## src/pkg/memsel_pkg.sv

```systemverilog
`default_nettype none
package memsel_pkg;
	// register offsets on the configuration port
	localparam logic [7:0] off_hole_bottom = 8'h45;
	localparam logic [7:0] off_hole_top = 8'h46;
	localparam logic [7:0] off_main_memory_top = 8'h47;
	localparam logic [7:0] off_isa_forward_decode_control = 8'h48;
	localparam logic [7:0] off_decode_status = 8'h49;
	localparam logic [7:0] off_select_count = 8'h4a;
	localparam logic [7:0] off_forward_count = 8'h4b;

	// values after reset
	localparam logic [7:0] rst_hole_bottom = 8'h10;
	localparam logic [7:0] rst_hole_top = 8'h0f;
	localparam logic [7:0] rst_main_memory_top = 8'h00;
	localparam logic [7:0] rst_isa_forward_decode_control = 8'h01;
	localparam logic [7:0] rst_count = 8'h00;

	// pci address fields
	localparam int hole_field_lsb = 16; // hole bounds face ad[23:16]
	localparam int hole_field_msb = 23;
	localparam int hole_zero_lsb = 24; // ad[31:24] must be zero for the hole
	localparam int tom_field_lsb = 21; // top of memory faces ad[28:21]
	localparam int tom_field_msb = 28;
	localparam int tom_zero_lsb = 29; // above 512 mbytes never selects
	localparam logic [7:0] tom_floor = 8'h01; // 2 mbytes in 2-mbyte units

	// isa forward control fields
	localparam int isa_top_lsb = 4; // nibble 7:4, boundary in 1-mbyte steps
	localparam int isa_top_msb = 7;
	localparam int legacy_blocks = 4; // bits 3:0, one per legacy block
	localparam int isa_mb_lsb = 20; // isa address bits 23:20 = mbyte number
	localparam int isa_mb_msb = 23;
	localparam int isa_64k_lsb = 16; // 64-kbyte unit below 1 mbyte
	localparam int isa_64k_msb = 19;
	localparam logic [3:0] isa_region_floor = 4'h1; // region starts at 1 mbyte
	localparam int bios_block = 3; // block overridden by the bios chip select

	// legacy block bounds in 64-kbyte units, block i at [i*4 +: 4]
	// block 0: 0-512k, 1: 512-640k, 2: 640-768k vga, 3: 896-960k low bios
	localparam logic [15:0] legacy_lo = 16'he_a_8_0;
	localparam logic [15:0] legacy_hi = 16'he_b_9_7;

	// status register bit positions
	localparam int st_hole_enabled = 0;
	localparam int st_region_enabled = 1;
	localparam int st_master_enable = 2;
	localparam int st_last_select = 3;
	localparam int st_last_forward = 4;
	localparam int st_last_in_hole = 5;
endpackage : memsel_pkg
`default_nettype wire

```

## src/hdl/main_memory_select_decode.sv

```systemverilog
// Contract
// - hole bottom compares against pci ad[23:16]
// - hole top compares against pci ad[23:16]
// - no select inside hole, bounds inclusive
// - top below bottom disables the hole
// - hole matches only when ad[31:24] zero
// - hole bottom resets 10h, top 0fh
// - top of memory maps to ad[28:21]
// - select from 2 mbytes to top, minus hole
// - zero top of memory disables region
// - all ones top reaches 512 mbytes minus one
// - isa control governs forwarding to pci
// - upper nibble sets isa top, 1-mbyte steps
// - isa cycles in 1-mbyte-to-top region forward
// - top of memory resets 00h, isa control 01h
// - master enable clear never asserts select
// - low four bits enable legacy block forwarding, bit 3 only while bios_cs_enable is low
//
// The address-and-strobe port is this design's own decision.
`timescale 1ns/10ps
`default_nettype none
module main_memory_select_decode #(
	parameter int pci_addr_width = 32, // pci address bus
	parameter int isa_addr_width = 24, // isa / dma memory address
	parameter int count_width = 8 // width of the event counters
) (
	input wire logic mclk,
	input wire logic reset,
	// configuration port
	input wire logic [7:0] reg_addr,
	input wire logic [7:0] reg_wdata,
	input wire logic reg_wr,
	input wire logic reg_rd,
	output logic [7:0] reg_rdata,
	// neighbouring control register bits, same clock
	input wire logic select_master_enable,
	input wire logic bios_cs_enable,
	// pci memory decode request
	input wire logic pci_mem_valid,
	input wire logic [pci_addr_width-1:0] pci_addr,
	output logic main_memory_select_n,
	output logic pci_decode_done,
	// isa / dma memory decode request
	input wire logic isa_mem_valid,
	input wire logic [isa_addr_width-1:0] isa_addr,
	output logic isa_forward_pci,
	output logic isa_decode_done
);

	// configuration registers
	logic [7:0] hole_bottom_q; // lower hole bound, ad[23:16]
	logic [7:0] hole_top_q; // upper hole bound, ad[23:16]
	logic [7:0] main_memory_top_q; // top of memory, ad[28:21]
	logic [7:0] isa_forward_decode_control_q; // isa top nibble and block enables

	// observable decode state
	logic main_memory_select_n_q; // registered select, active low
	logic pci_decode_done_q; // one-cycle pulse per pci decode
	logic isa_forward_pci_q; // registered forward decision
	logic isa_decode_done_q; // one-cycle pulse per isa decode
	logic last_in_hole_q; // last pci decode fell in the hole
	logic [count_width-1:0] select_count_q; // saturating count of selects
	logic [count_width-1:0] forward_count_q; // saturating count of forwards
	logic [7:0] reg_rdata_q; // read data, valid the cycle after reg_rd

	// write strobes, one per register
	logic wr_hole_bottom;
	logic wr_hole_top;
	logic wr_main_memory_top;
	logic wr_isa_control;
	logic wr_select_count;
	logic wr_forward_count;

	// address decode of the write port; reads are decoded in the mux below
	assign wr_hole_bottom = reg_wr && (reg_addr == memsel_pkg::off_hole_bottom);
	assign wr_hole_top = reg_wr && (reg_addr == memsel_pkg::off_hole_top);
	assign wr_main_memory_top = reg_wr && (reg_addr == memsel_pkg::off_main_memory_top);
	assign wr_isa_control = reg_wr
		&& (reg_addr == memsel_pkg::off_isa_forward_decode_control);
	assign wr_select_count = reg_wr && (reg_addr == memsel_pkg::off_select_count);
	assign wr_forward_count = reg_wr && (reg_addr == memsel_pkg::off_forward_count);

	// hole bottom register
	always_ff @(posedge mclk) begin
		if (reset) begin
			hole_bottom_q <= memsel_pkg::rst_hole_bottom;
		end else if (wr_hole_bottom) begin
			// no range check: keeping it at or above 1 mbyte is software's job
			hole_bottom_q <= reg_wdata;
		end
	end

	// hole top register
	always_ff @(posedge mclk) begin
		if (reset) begin
			// top one below bottom, so the hole starts out disabled
			hole_top_q <= memsel_pkg::rst_hole_top;
		end else if (wr_hole_top) begin
			hole_top_q <= reg_wdata;
		end
	end

	// top of main memory register
	always_ff @(posedge mclk) begin
		if (reset) begin
			main_memory_top_q <= memsel_pkg::rst_main_memory_top;
		end else if (wr_main_memory_top) begin
			main_memory_top_q <= reg_wdata;
		end
	end

	// isa address decoder control register
	always_ff @(posedge mclk) begin
		if (reset) begin
			// only the 0-512k block forwards after reset
			isa_forward_decode_control_q <= memsel_pkg::rst_isa_forward_decode_control;
		end else if (wr_isa_control) begin
			isa_forward_decode_control_q <= reg_wdata;
		end
	end

	// pci side: main memory select
	logic [7:0] pci_hole_field; // ad[23:16]
	logic [7:0] pci_tom_field; // ad[28:21]
	logic hole_in_range; // both bounds met
	logic hole_enabled; // top not below bottom
	logic hole_high_zero; // ad[31:24] all zero
	logic pci_in_hole; // address excluded by the hole
	logic tom_in_range; // 2 mbytes <= address <= top of memory
	logic tom_high_zero; // ad[31:29] all zero
	logic pci_region_hit; // inside the 2-mbyte-to-top region
	logic pci_select; // final select decision, active high

	assign pci_hole_field = pci_addr[memsel_pkg::hole_field_msb:memsel_pkg::hole_field_lsb];
	assign pci_tom_field = pci_addr[memsel_pkg::tom_field_msb:memsel_pkg::tom_field_lsb];

	// both hole bounds are inclusive on the 64-kbyte granule
	range_compare #(
		.width(8)
	) hole_compare (
		.value(pci_hole_field),
		.lo(hole_bottom_q),
		.hi(hole_top_q),
		.in_range(hole_in_range)
	);

	// top below bottom means no address can be excluded
	assign hole_enabled = (hole_top_q >= hole_bottom_q);

	// the hole never reaches above 16 mbytes
	assign hole_high_zero = (pci_addr[pci_addr_width-1:memsel_pkg::hole_zero_lsb] == '0);

	assign pci_in_hole = hole_enabled && hole_high_zero && hole_in_range;

	// region [2 mbytes, (top+1)*2 mbytes - 1]; top of zero leaves it empty,
	// and ff reaches 512 mbytes - 1 because ad[31:29] must be zero
	range_compare #(
		.width(8)
	) tom_compare (
		.value(pci_tom_field),
		.lo(memsel_pkg::tom_floor),
		.hi(main_memory_top_q),
		.in_range(tom_in_range)
	);

	assign tom_high_zero = (pci_addr[pci_addr_width-1:memsel_pkg::tom_zero_lsb] == '0);
	assign pci_region_hit = tom_in_range && tom_high_zero;

	// master enable gates everything, then the hole carves out its piece
	assign pci_select = select_master_enable && pci_region_hit && !pci_in_hole;

	// registered select; released high whenever no decode is presented
	always_ff @(posedge mclk) begin
		if (reset) begin
			main_memory_select_n_q <= 1'b1;
		end else begin
			main_memory_select_n_q <= !(pci_mem_valid && pci_select);
		end
	end

	// decode completion pulse, aligned with the select output
	always_ff @(posedge mclk) begin
		if (reset) begin
			pci_decode_done_q <= 1'b0;
		end else begin
			pci_decode_done_q <= pci_mem_valid;
		end
	end

	// remembers whether the last pci decode was excluded by the hole
	always_ff @(posedge mclk) begin
		if (reset) begin
			last_in_hole_q <= 1'b0;
		end else if (pci_mem_valid) begin
			last_in_hole_q <= pci_in_hole;
		end
	end

	// isa side: forwarding of isa master and dma memory cycles to pci
	logic [3:0] isa_top_nibble; // control bits 7:4
	logic [3:0] isa_mb_field; // isa address bits 23:20
	logic [3:0] isa_64k_field; // isa address bits 19:16
	logic isa_region_hit; // 1 mbyte <= address < (n+1) mbytes
	logic isa_below_1mb; // address under 1 mbyte
	logic [memsel_pkg::legacy_blocks-1:0] legacy_hit; // address inside block i
	logic [memsel_pkg::legacy_blocks-1:0] legacy_enable; // forwarding enables
	logic legacy_forward; // any enabled legacy block matched
	logic isa_forward; // final forward decision

	assign isa_top_nibble = isa_forward_decode_control_q[memsel_pkg::isa_top_msb:
		memsel_pkg::isa_top_lsb];
	assign isa_mb_field = isa_addr[memsel_pkg::isa_mb_msb:memsel_pkg::isa_mb_lsb];
	assign isa_64k_field = isa_addr[memsel_pkg::isa_64k_msb:memsel_pkg::isa_64k_lsb];

	// nibble n gives boundary (n+1) mbytes, so mbyte numbers 1..n forward;
	// a nibble of zero therefore leaves the region empty
	range_compare #(
		.width(4)
	) isa_top_compare (
		.value(isa_mb_field),
		.lo(memsel_pkg::isa_region_floor),
		.hi(isa_top_nibble),
		.in_range(isa_region_hit)
	);

	assign isa_below_1mb = (isa_mb_field == 4'h0);

	// the bios chip select keeps the low bios block on isa when it is on
	always_comb begin
		legacy_enable = isa_forward_decode_control_q[memsel_pkg::legacy_blocks-1:0];
		if (bios_cs_enable) begin
			legacy_enable[memsel_pkg::bios_block] = 1'b0;
		end
	end

	// one comparator per legacy block, on the 64-kbyte unit
	genvar blk;
	generate
		for (blk = 0; blk < memsel_pkg::legacy_blocks; blk++) begin : g_legacy
			logic block_inside; // 64-kbyte unit lies in this block
			range_compare #(
				.width(4)
			) block_compare (
				.value(isa_64k_field),
				.lo(memsel_pkg::legacy_lo[blk*4 +: 4]),
				.hi(memsel_pkg::legacy_hi[blk*4 +: 4]),
				.in_range(block_inside)
			);
			assign legacy_hit[blk] = isa_below_1mb && block_inside;
		end
	endgenerate

	assign legacy_forward = |(legacy_hit & legacy_enable);
	assign isa_forward = isa_region_hit || legacy_forward;

	// registered forward decision; low when no isa decode is presented
	always_ff @(posedge mclk) begin
		if (reset) begin
			isa_forward_pci_q <= 1'b0;
		end else begin
			isa_forward_pci_q <= isa_mem_valid && isa_forward;
		end
	end

	// isa decode completion pulse, aligned with the forward output
	always_ff @(posedge mclk) begin
		if (reset) begin
			isa_decode_done_q <= 1'b0;
		end else begin
			isa_decode_done_q <= isa_mem_valid;
		end
	end

	// event counters: saturate instead of wrapping so a busy system
	// never reads back a small misleading number; a write to its own offset clears a counter
	logic [count_width-1:0] select_count_d;
	logic [count_width-1:0] forward_count_d;

	// an event in the clearing cycle still counts: set wins over clear
	always_comb begin
		select_count_d = select_count_q;
		if (wr_select_count) begin
			select_count_d = '0;
		end
		if (pci_mem_valid && pci_select && (select_count_d != '1)) begin
			select_count_d = select_count_d + 1'b1;
		end
	end

	always_comb begin
		forward_count_d = forward_count_q;
		if (wr_forward_count) begin
			forward_count_d = '0;
		end
		if (isa_mem_valid && isa_forward && (forward_count_d != '1)) begin
			forward_count_d = forward_count_d + 1'b1;
		end
	end

	// counter registers
	always_ff @(posedge mclk) begin
		if (reset) begin
			select_count_q <= '0;
			forward_count_q <= '0;
		end else begin
			select_count_q <= select_count_d;
			forward_count_q <= forward_count_d;
		end
	end

	// read back
	logic [7:0] status_word; // live view of the decoder state
	logic [7:0] read_mux; // selected read value

	always_comb begin
		status_word = 8'h00;
		status_word[memsel_pkg::st_hole_enabled] = hole_enabled;
		status_word[memsel_pkg::st_region_enabled] = (main_memory_top_q != 8'h00);
		status_word[memsel_pkg::st_master_enable] = select_master_enable;
		status_word[memsel_pkg::st_last_select] = !main_memory_select_n_q;
		status_word[memsel_pkg::st_last_forward] = isa_forward_pci_q;
		status_word[memsel_pkg::st_last_in_hole] = last_in_hole_q;
	end

	// unmapped offsets read as zero
	always_comb begin
		unique case (reg_addr)
			memsel_pkg::off_hole_bottom: read_mux = hole_bottom_q;
			memsel_pkg::off_hole_top: read_mux = hole_top_q;
			memsel_pkg::off_main_memory_top: read_mux = main_memory_top_q;
			memsel_pkg::off_isa_forward_decode_control: read_mux = isa_forward_decode_control_q;
			memsel_pkg::off_decode_status: read_mux = status_word;
			memsel_pkg::off_select_count: read_mux = 8'(select_count_q);
			memsel_pkg::off_forward_count: read_mux = 8'(forward_count_q);
			default: read_mux = 8'h00;
		endcase
	end

	// read data stands only in the cycle after the strobe, zero otherwise
	always_ff @(posedge mclk) begin
		if (reset) begin
			reg_rdata_q <= 8'h00;
		end else if (reg_rd) begin
			reg_rdata_q <= read_mux;
		end else begin
			reg_rdata_q <= 8'h00;
		end
	end

	// outputs straight from flip-flops
	assign reg_rdata = reg_rdata_q;
	assign main_memory_select_n = main_memory_select_n_q;
	assign pci_decode_done = pci_decode_done_q;
	assign isa_forward_pci = isa_forward_pci_q;
	assign isa_decode_done = isa_decode_done_q;

endmodule : main_memory_select_decode
`default_nettype wire

```

## src/hdl/range_compare.sv

```systemverilog
`timescale 1ns/10ps
`default_nettype none
// inclusive range check: lo <= value <= hi, all unsigned
module range_compare #(
	parameter int width = 8
) (
	input wire logic [width-1:0] value,
	input wire logic [width-1:0] lo,
	input wire logic [width-1:0] hi,
	output logic in_range
);
	// purely combinational; an empty range (hi < lo) never matches
	assign in_range = (value >= lo) && (value <= hi);
endmodule : range_compare
`default_nettype wire

```

## config.mk

```make
export PLATFORM = sky130hd
export DESIGN_NAME = main_memory_select_decode
export DESIGN_NICKNAME = d
export VERILOG_FILES = /design/src/pkg/memsel_pkg.sv /design/src/hdl/main_memory_select_decode.sv /design/src/hdl/range_compare.sv
export SDC_FILE = /design/constraint.sdc
export NUM_CORES = 1
export LEC_CHECK = 0
export BUFFER_PORTS_ARGS = -buffer_cell sky130_fd_sc_hd__buf_2
export CORE_ASPECT_RATIO = 0.75
export CORE_MARGIN = 1
export CORE_UTILIZATION = 50
export CTS_BUF_LIST = sky130_fd_sc_hd__clkbuf_8
export DETAILED_ROUTE_END_ITERATION = 8
export PLACE_DENSITY = 0.75
export RECOVER_POWER = 100
export SLEW_MARGIN = 40
export SYNTH_ARGS = -nofsm -noshare
export SYNTH_HDL_FRONTEND = slang
export SYNTH_SLANG_ARGS = --single-unit
```

## constraint.sdc

```tcl
create_clock -name mclk -period 3.2 [get_ports mclk]
set_input_delay 0.48 -clock mclk [delete_from_list [all_inputs] [get_ports mclk]]
set_output_delay 0.48 -clock mclk [all_outputs]
set_load 0.05 [all_outputs]
```

Word-level counts from Yosys, hierarchy flattened
Cells that the tools add are included.
- muxes and demuxes: 6
- bitwise gates (word level): 2
- equal/unequal tests: 9
- reductions and logical operators: 36
- add/sub/neg operators: 2
- $lt $le $gt $ge: 15
- operator list (kind ; count):
    $eq 8x7->1 const B ; 7
    $pmux 8 s7 ; 1
    $mux 8 ; 4
    $logic_and 1x1->1 ; 26
    $add 8x1->8 const B ; 2
    $ge 8x8->1 ; 2
    $le 8x8->1 ; 2
    $ne 8x8->1 const B ; 2
    $ge 4x4->1 const B ; 3
    $le 4x4->1 const B ; 3
    $ge 4x1->1 const B ; 2
    $ge 8x1->1 const B ; 1
    $logic_not 8->1 ; 1
    $reduce_bool 8->1 ; 1
    $and 4x4->4 ; 1
    $le 4x3->1 const B ; 1
    $le 4x4->1 ; 1
    $logic_not 4->1 ; 1
    $reduce_or 4->1 ; 1
    $logic_not 1->1 ; 3
    $logic_not 3->1 ; 1
    $reduce_or 2->1 ; 1
    $logic_or 1x1->1 ; 1
    $mux 1 ; 1
    $not 1->1 ; 1
- bits of input ports: 80
- word-level logic and storage cells: 82
- output and inout port bits: 12
- register bits after elaboration: 61

Longest topological paths before layout
- word-level depth: 9
- gate-level depth with buffers: 11
- mapped depth without buffers: 9

Cells and area by module
From an unflattened synthesis, not the netlist that was laid out.
- cell total of the unflattened synthesis: 628
- area, all modules: 5028.6 µm²
- by module, submodules not included (module ; seq. area each (µm²) ; cells each ; area an instance (µm²) ; instances):
    main_memory_select_decode ; 1221.2 ; 384 ; 3243.1 ; 1
    range_compare at g_legacy[0].block_compare ... ; 0.0 ; 26 ; 196.4 ; 5
    range_compare at hole_compare ... ; 0.0 ; 57 ; 401.6 ; 2

Least setup slack after synthesis
Ideal clock, no wire load.
- kind: input-to-reg
- from: in reg_addr[5]
- to: reg select_count_q[3]
- buffers on the path: 1
- library setup time: 0.070 ns
- stages: 10
- required time: 3.130 ns
- setup slack: -0.029 ns
- data arrival time: 3.160 ns
- cells stage by stage: or4b_4 nor3_4 and2b_2 ha_1 nand4_1 nor2_2 or4b_4 buf_6 or4_1 a21oi_1
- cells in the longest elaborated chain, start to end: 6
- elaborated cells between the ends (all ways): 7
- classes of those cells: add/sub: 1; eq/ne: 2; mux: 2; reduce/logical: 2
- RTL lines (item ; RTL line ; RTL):
    from (decl) ; main_memory_select_decode.sv:30 ; input wire logic [7:0] reg_addr,
    $eq 8x7->1 * ; main_memory_select_decode.sv:80 ; assign wr_select_count = reg_wr && (reg_addr == memsel_pkg::off_select_count);
    $logic_and 1x1->1 * ; main_memory_select_decode.sv:80 ;
    $mux 8 * ; main_memory_select_decode.sv:282 ; if (wr_select_count) begin
    branches (longest 2 deep; another with $add 8x1->8) ; -- ;
    $mux 8 * ; main_memory_select_decode.sv:285 ; if (pci_mem_valid && pci_select && (select_count_d != '1)) begin
    to (signal assigned) ; main_memory_select_decode.sv:306 ; select_count_q <= select_count_d;
    to (decl) ; main_memory_select_decode.sv:62 ; logic [count_width-1:0] select_count_q;
Mark *: on every way between the ends.
A chain may end at the register's enable or synchronous reset.

Final worst setup path
- from: in reg_addr[7]
- to: reg select_count_q[5]
Same word-level chain as after synthesis.

==> results.toml <==
[die]
die_h_um = 78.5
rows = 27
io_pins = 92
core-area_mm2 = 0.00743
initial_utilization_pct = 52.5
dieWidth_um = 104
die_area_mm2 = 0.00816

[timing]
finalCritPeriodShare_pct = 94.4
maxSlewViolCount = 0
setup_viol_count_final = 0
worst_pin_slew_ns = 1.25
setup_ws_ns = 0.180
fin_skew_ns = 0.00944
clock.fmax_ghz = 0.331
relSlewSlack_pct = 16.9
post-route-min-period_ns = 3.02
hold_viol_final = 0
rsz0062_at_grt = "no"

[cts]
h-tree-depth = 3
max-clock-path-buffers = 2
cts_buffers = 9
numClockSinks = 61
holdBufCountCts = 0
cts_tree = "done"
cts_root_buf = "clkbuf_8"
cts_resized = 0
post_cts_buffers = 0
clock_latency_ns = 0.35
clk_pin_slew_ns = 0.07

[route]
vias_per_cell = 5.96
drt-pass1-iter-count = 6
wirelength_um = 10700
wl_per_cell_um = 16.6
num_vias = 3850
drtIter0Drc = 380
drc_errors = 0
drt.antenna.violating_nets = 0

[global_routing]
overflow = 0
grt_max_degree = 29
grt_pass1_vias = 3625
antenna_found_initial = 0
grt_pass1_wl_um = 17700
grt_use_total_pct = 27.7

[layout]
seq_area_mm2 = 0.00122
finalNetCount = 658
synthToLayoutAreaGrowth_pct = 16.7
finalNonFillerCells = 646
drive_gt1_share_pct = 17.4
multi_input_area_mm2 = 0.00245
num_antenna_cells = 0
fillers = 682

[setup_path]
crit_path_frequent_cell = "or4b_4"
startpoint = "reg_addr[7]"
path_class = "in2reg"
critPathCaptureType = "flip-flop"
worstPathCellList = "buf_2 -> or4b_4 -> nor3_1 -> and2b_2 -> ha_2 -> nand4_1 -> nor2_1 -> or4b_4 -> or4_1 -> a21oi_1"
cp.required_ns = 3.48
slowest_delay_ns = 0.57
slowest_stage = "or4b_4"
cp_max_fo = 10
cp-start-kind = "input pin"
rr_startpoint = "main_memory_top_q[2]"
cp.arrival_ns = 3.30

[min_path]
hp-class = "in2reg"
min_from = "isa_mem_valid"

[synthesis]
synth_warnings = 0
ys_seq_elements = 61
yosysUniqueCellTypes = 62
syn-num-nets = 590
postSynthCellCount = 472
synth.cell_area_mm2 = 0.00390
ys_dominant_reg_cell = "dfxtp_1"
yosysSeqAreaShare_pct = 31.3
synthArstFlopShare_pct = 0
avgSynthCellArea_um2 = 8.27
synth_edf_count = 0

[power]
combPwrFrac_pct = 9.4
power_frac_seq_pct = 43.4
power_density_mw_per_mm2 = 388
cell_internal_pwr_uw = 1350
ir_worst_vdd_mv = 0.289
power_frac_clock_pct = 47.2
p_switching_uw = 421
swShare_pct = 23.8
leakagePower_uw = 0.00178

[place]
dp_hpwl_um = 8480
dp.cells = 630
io_buffers = 59
routabilityCongestion = 0.882
post-place-ws_ns = -0.0610

[flow_run]
max-cap-violations = 0

[outcome]
outcome = "complete, no violations"
## power by group through the flow
stage	sequential [uW]	combinational, uW	clock, uW
global route	766	183	872
global placement	783	159	0
detailed placement	784	169	0
floorplan	790	89.7	0
finish	766	167	834
CTS	766	171	841
## cell usage after synthesis, drive strengths merged, types with 3 or more instances
library cell  instances  share of area, %
and2b                 4              0.83
nor2b                 7               1.1
a21oi                42               5.4
nor4                  7               1.1
ha                   38                12
o31ai                 5              0.96
nand3b                5              0.96
nand4                 7               1.1
or4b                  4               1.2
a211o                 9               2.0
nor4b                 3              0.67
o211ai                3              0.58
nor2                 51               5.0
clkbuf               13               1.3
nand2                50               4.8
nor3                 10               1.9
o21ai                11               1.4
nand3                15               1.9
and4                  4              0.96
and3                  4              0.64
buf                   7               1.1
or4                   5              0.99
dfxtp                61                31
a21o                  3              0.58
a221oi                3              0.67
mux2i                26               6.7
inv                  33               3.2
or2                   4              0.64
nand2b                6              0.96
a211oi                3              0.58
## logic make-up after synthesis
group           synth area share, %
simple gates                   26.5
compound gates                 15.8
flops                          31.3
buf+inv                        5.55
fa+ha+maj                      12.2
mux                            8.40
xor+xnor                      0.225
## critical path: cells and delay by family
family | cells | cell delay, ns
AO/OA/AOI/OAI | 1 | 0.17
buffers and inverters | 1 | 0.09
adder cells (fa/ha/maj) | 1 | 0.18
AND/OR/NAND/NOR | 7 | 2.37
## per-layer routing
metal,routed length [um],vias to the layer above,track usage (%),share of wire [%]
met5,0,-,0,0
met4,244,0,10.4,2.3
met3,1090,36,6.23,10
met2,4470,208,42.5,42
met1,4940,1760,38.0,46
li1,-,1846,-,-
## registers in the layout, indices dropped and copies added (netlist names)
name / count
main_memory_select_n: 1
isa_forward_decode_control_q: 8
reg_rdata: 8
isa_forward_pci: 1
select_count_q: 8
hole_top_q: 8
pci_decode_done: 1
last_in_hole_q: 1
forward_count_q: 8
isa_decode_done: 1
main_memory_top_q: 8
hole_bottom_q: 8
## final timing paths
| check | cells after the start | slack, ns | endpoint |
|---|---|---|---|
| max | 10 | 0.18 | select_count_q[5] |
| min | 2 | 0.37 | isa_decode_done |
| max reg2reg | 8 | 0.27 | select_count_q[5] |
| min reg2reg | 2 | 0.49 | main_memory_top_q[6] |
## per-stage QoR
stage	power [uW]	util, %	setup TNS, ns	hold WS (ns)	area (um2)
5_1_grt	1820	61.3	0	0.382	4550
3_5_place_dp	953	59.0	-0.201	0.481	4390
2_1_floorplan	879	-	0	0.447	3900
3_3_place_gp	942	58.7	0	0.474	4360
6_report	1770	61.3	0	0.366	4550
4_1_cts	1780	62.3	0	0.358	4630
## layout make-up
cell class / instances / area share [%]
clock buffer: 9 / 2.72
clock inverter: 7 / 2.53
inverter: 33 / 2.72
multi-input combinational: 358 / 53.8
sequential: 61 / 26.8
tap: 101 / 2.77
timing repair buffer: 77 / 8.60
## placed cells by master, fill, tap and decap left out, drive strengths merged, types with 6 or more instances in the layout
cell	count
nor2b	7
nand2	50
inv	34
clkbuf	28
nand3	15
nand4	7
nor2	51
ha	38
o21ai	11
mux2i	26
dfxtp	61
nor4	7
nand2b	6
a21oi	42
a211o	9
nor3	10
buf	58
(Power assumes the default switching activity.)
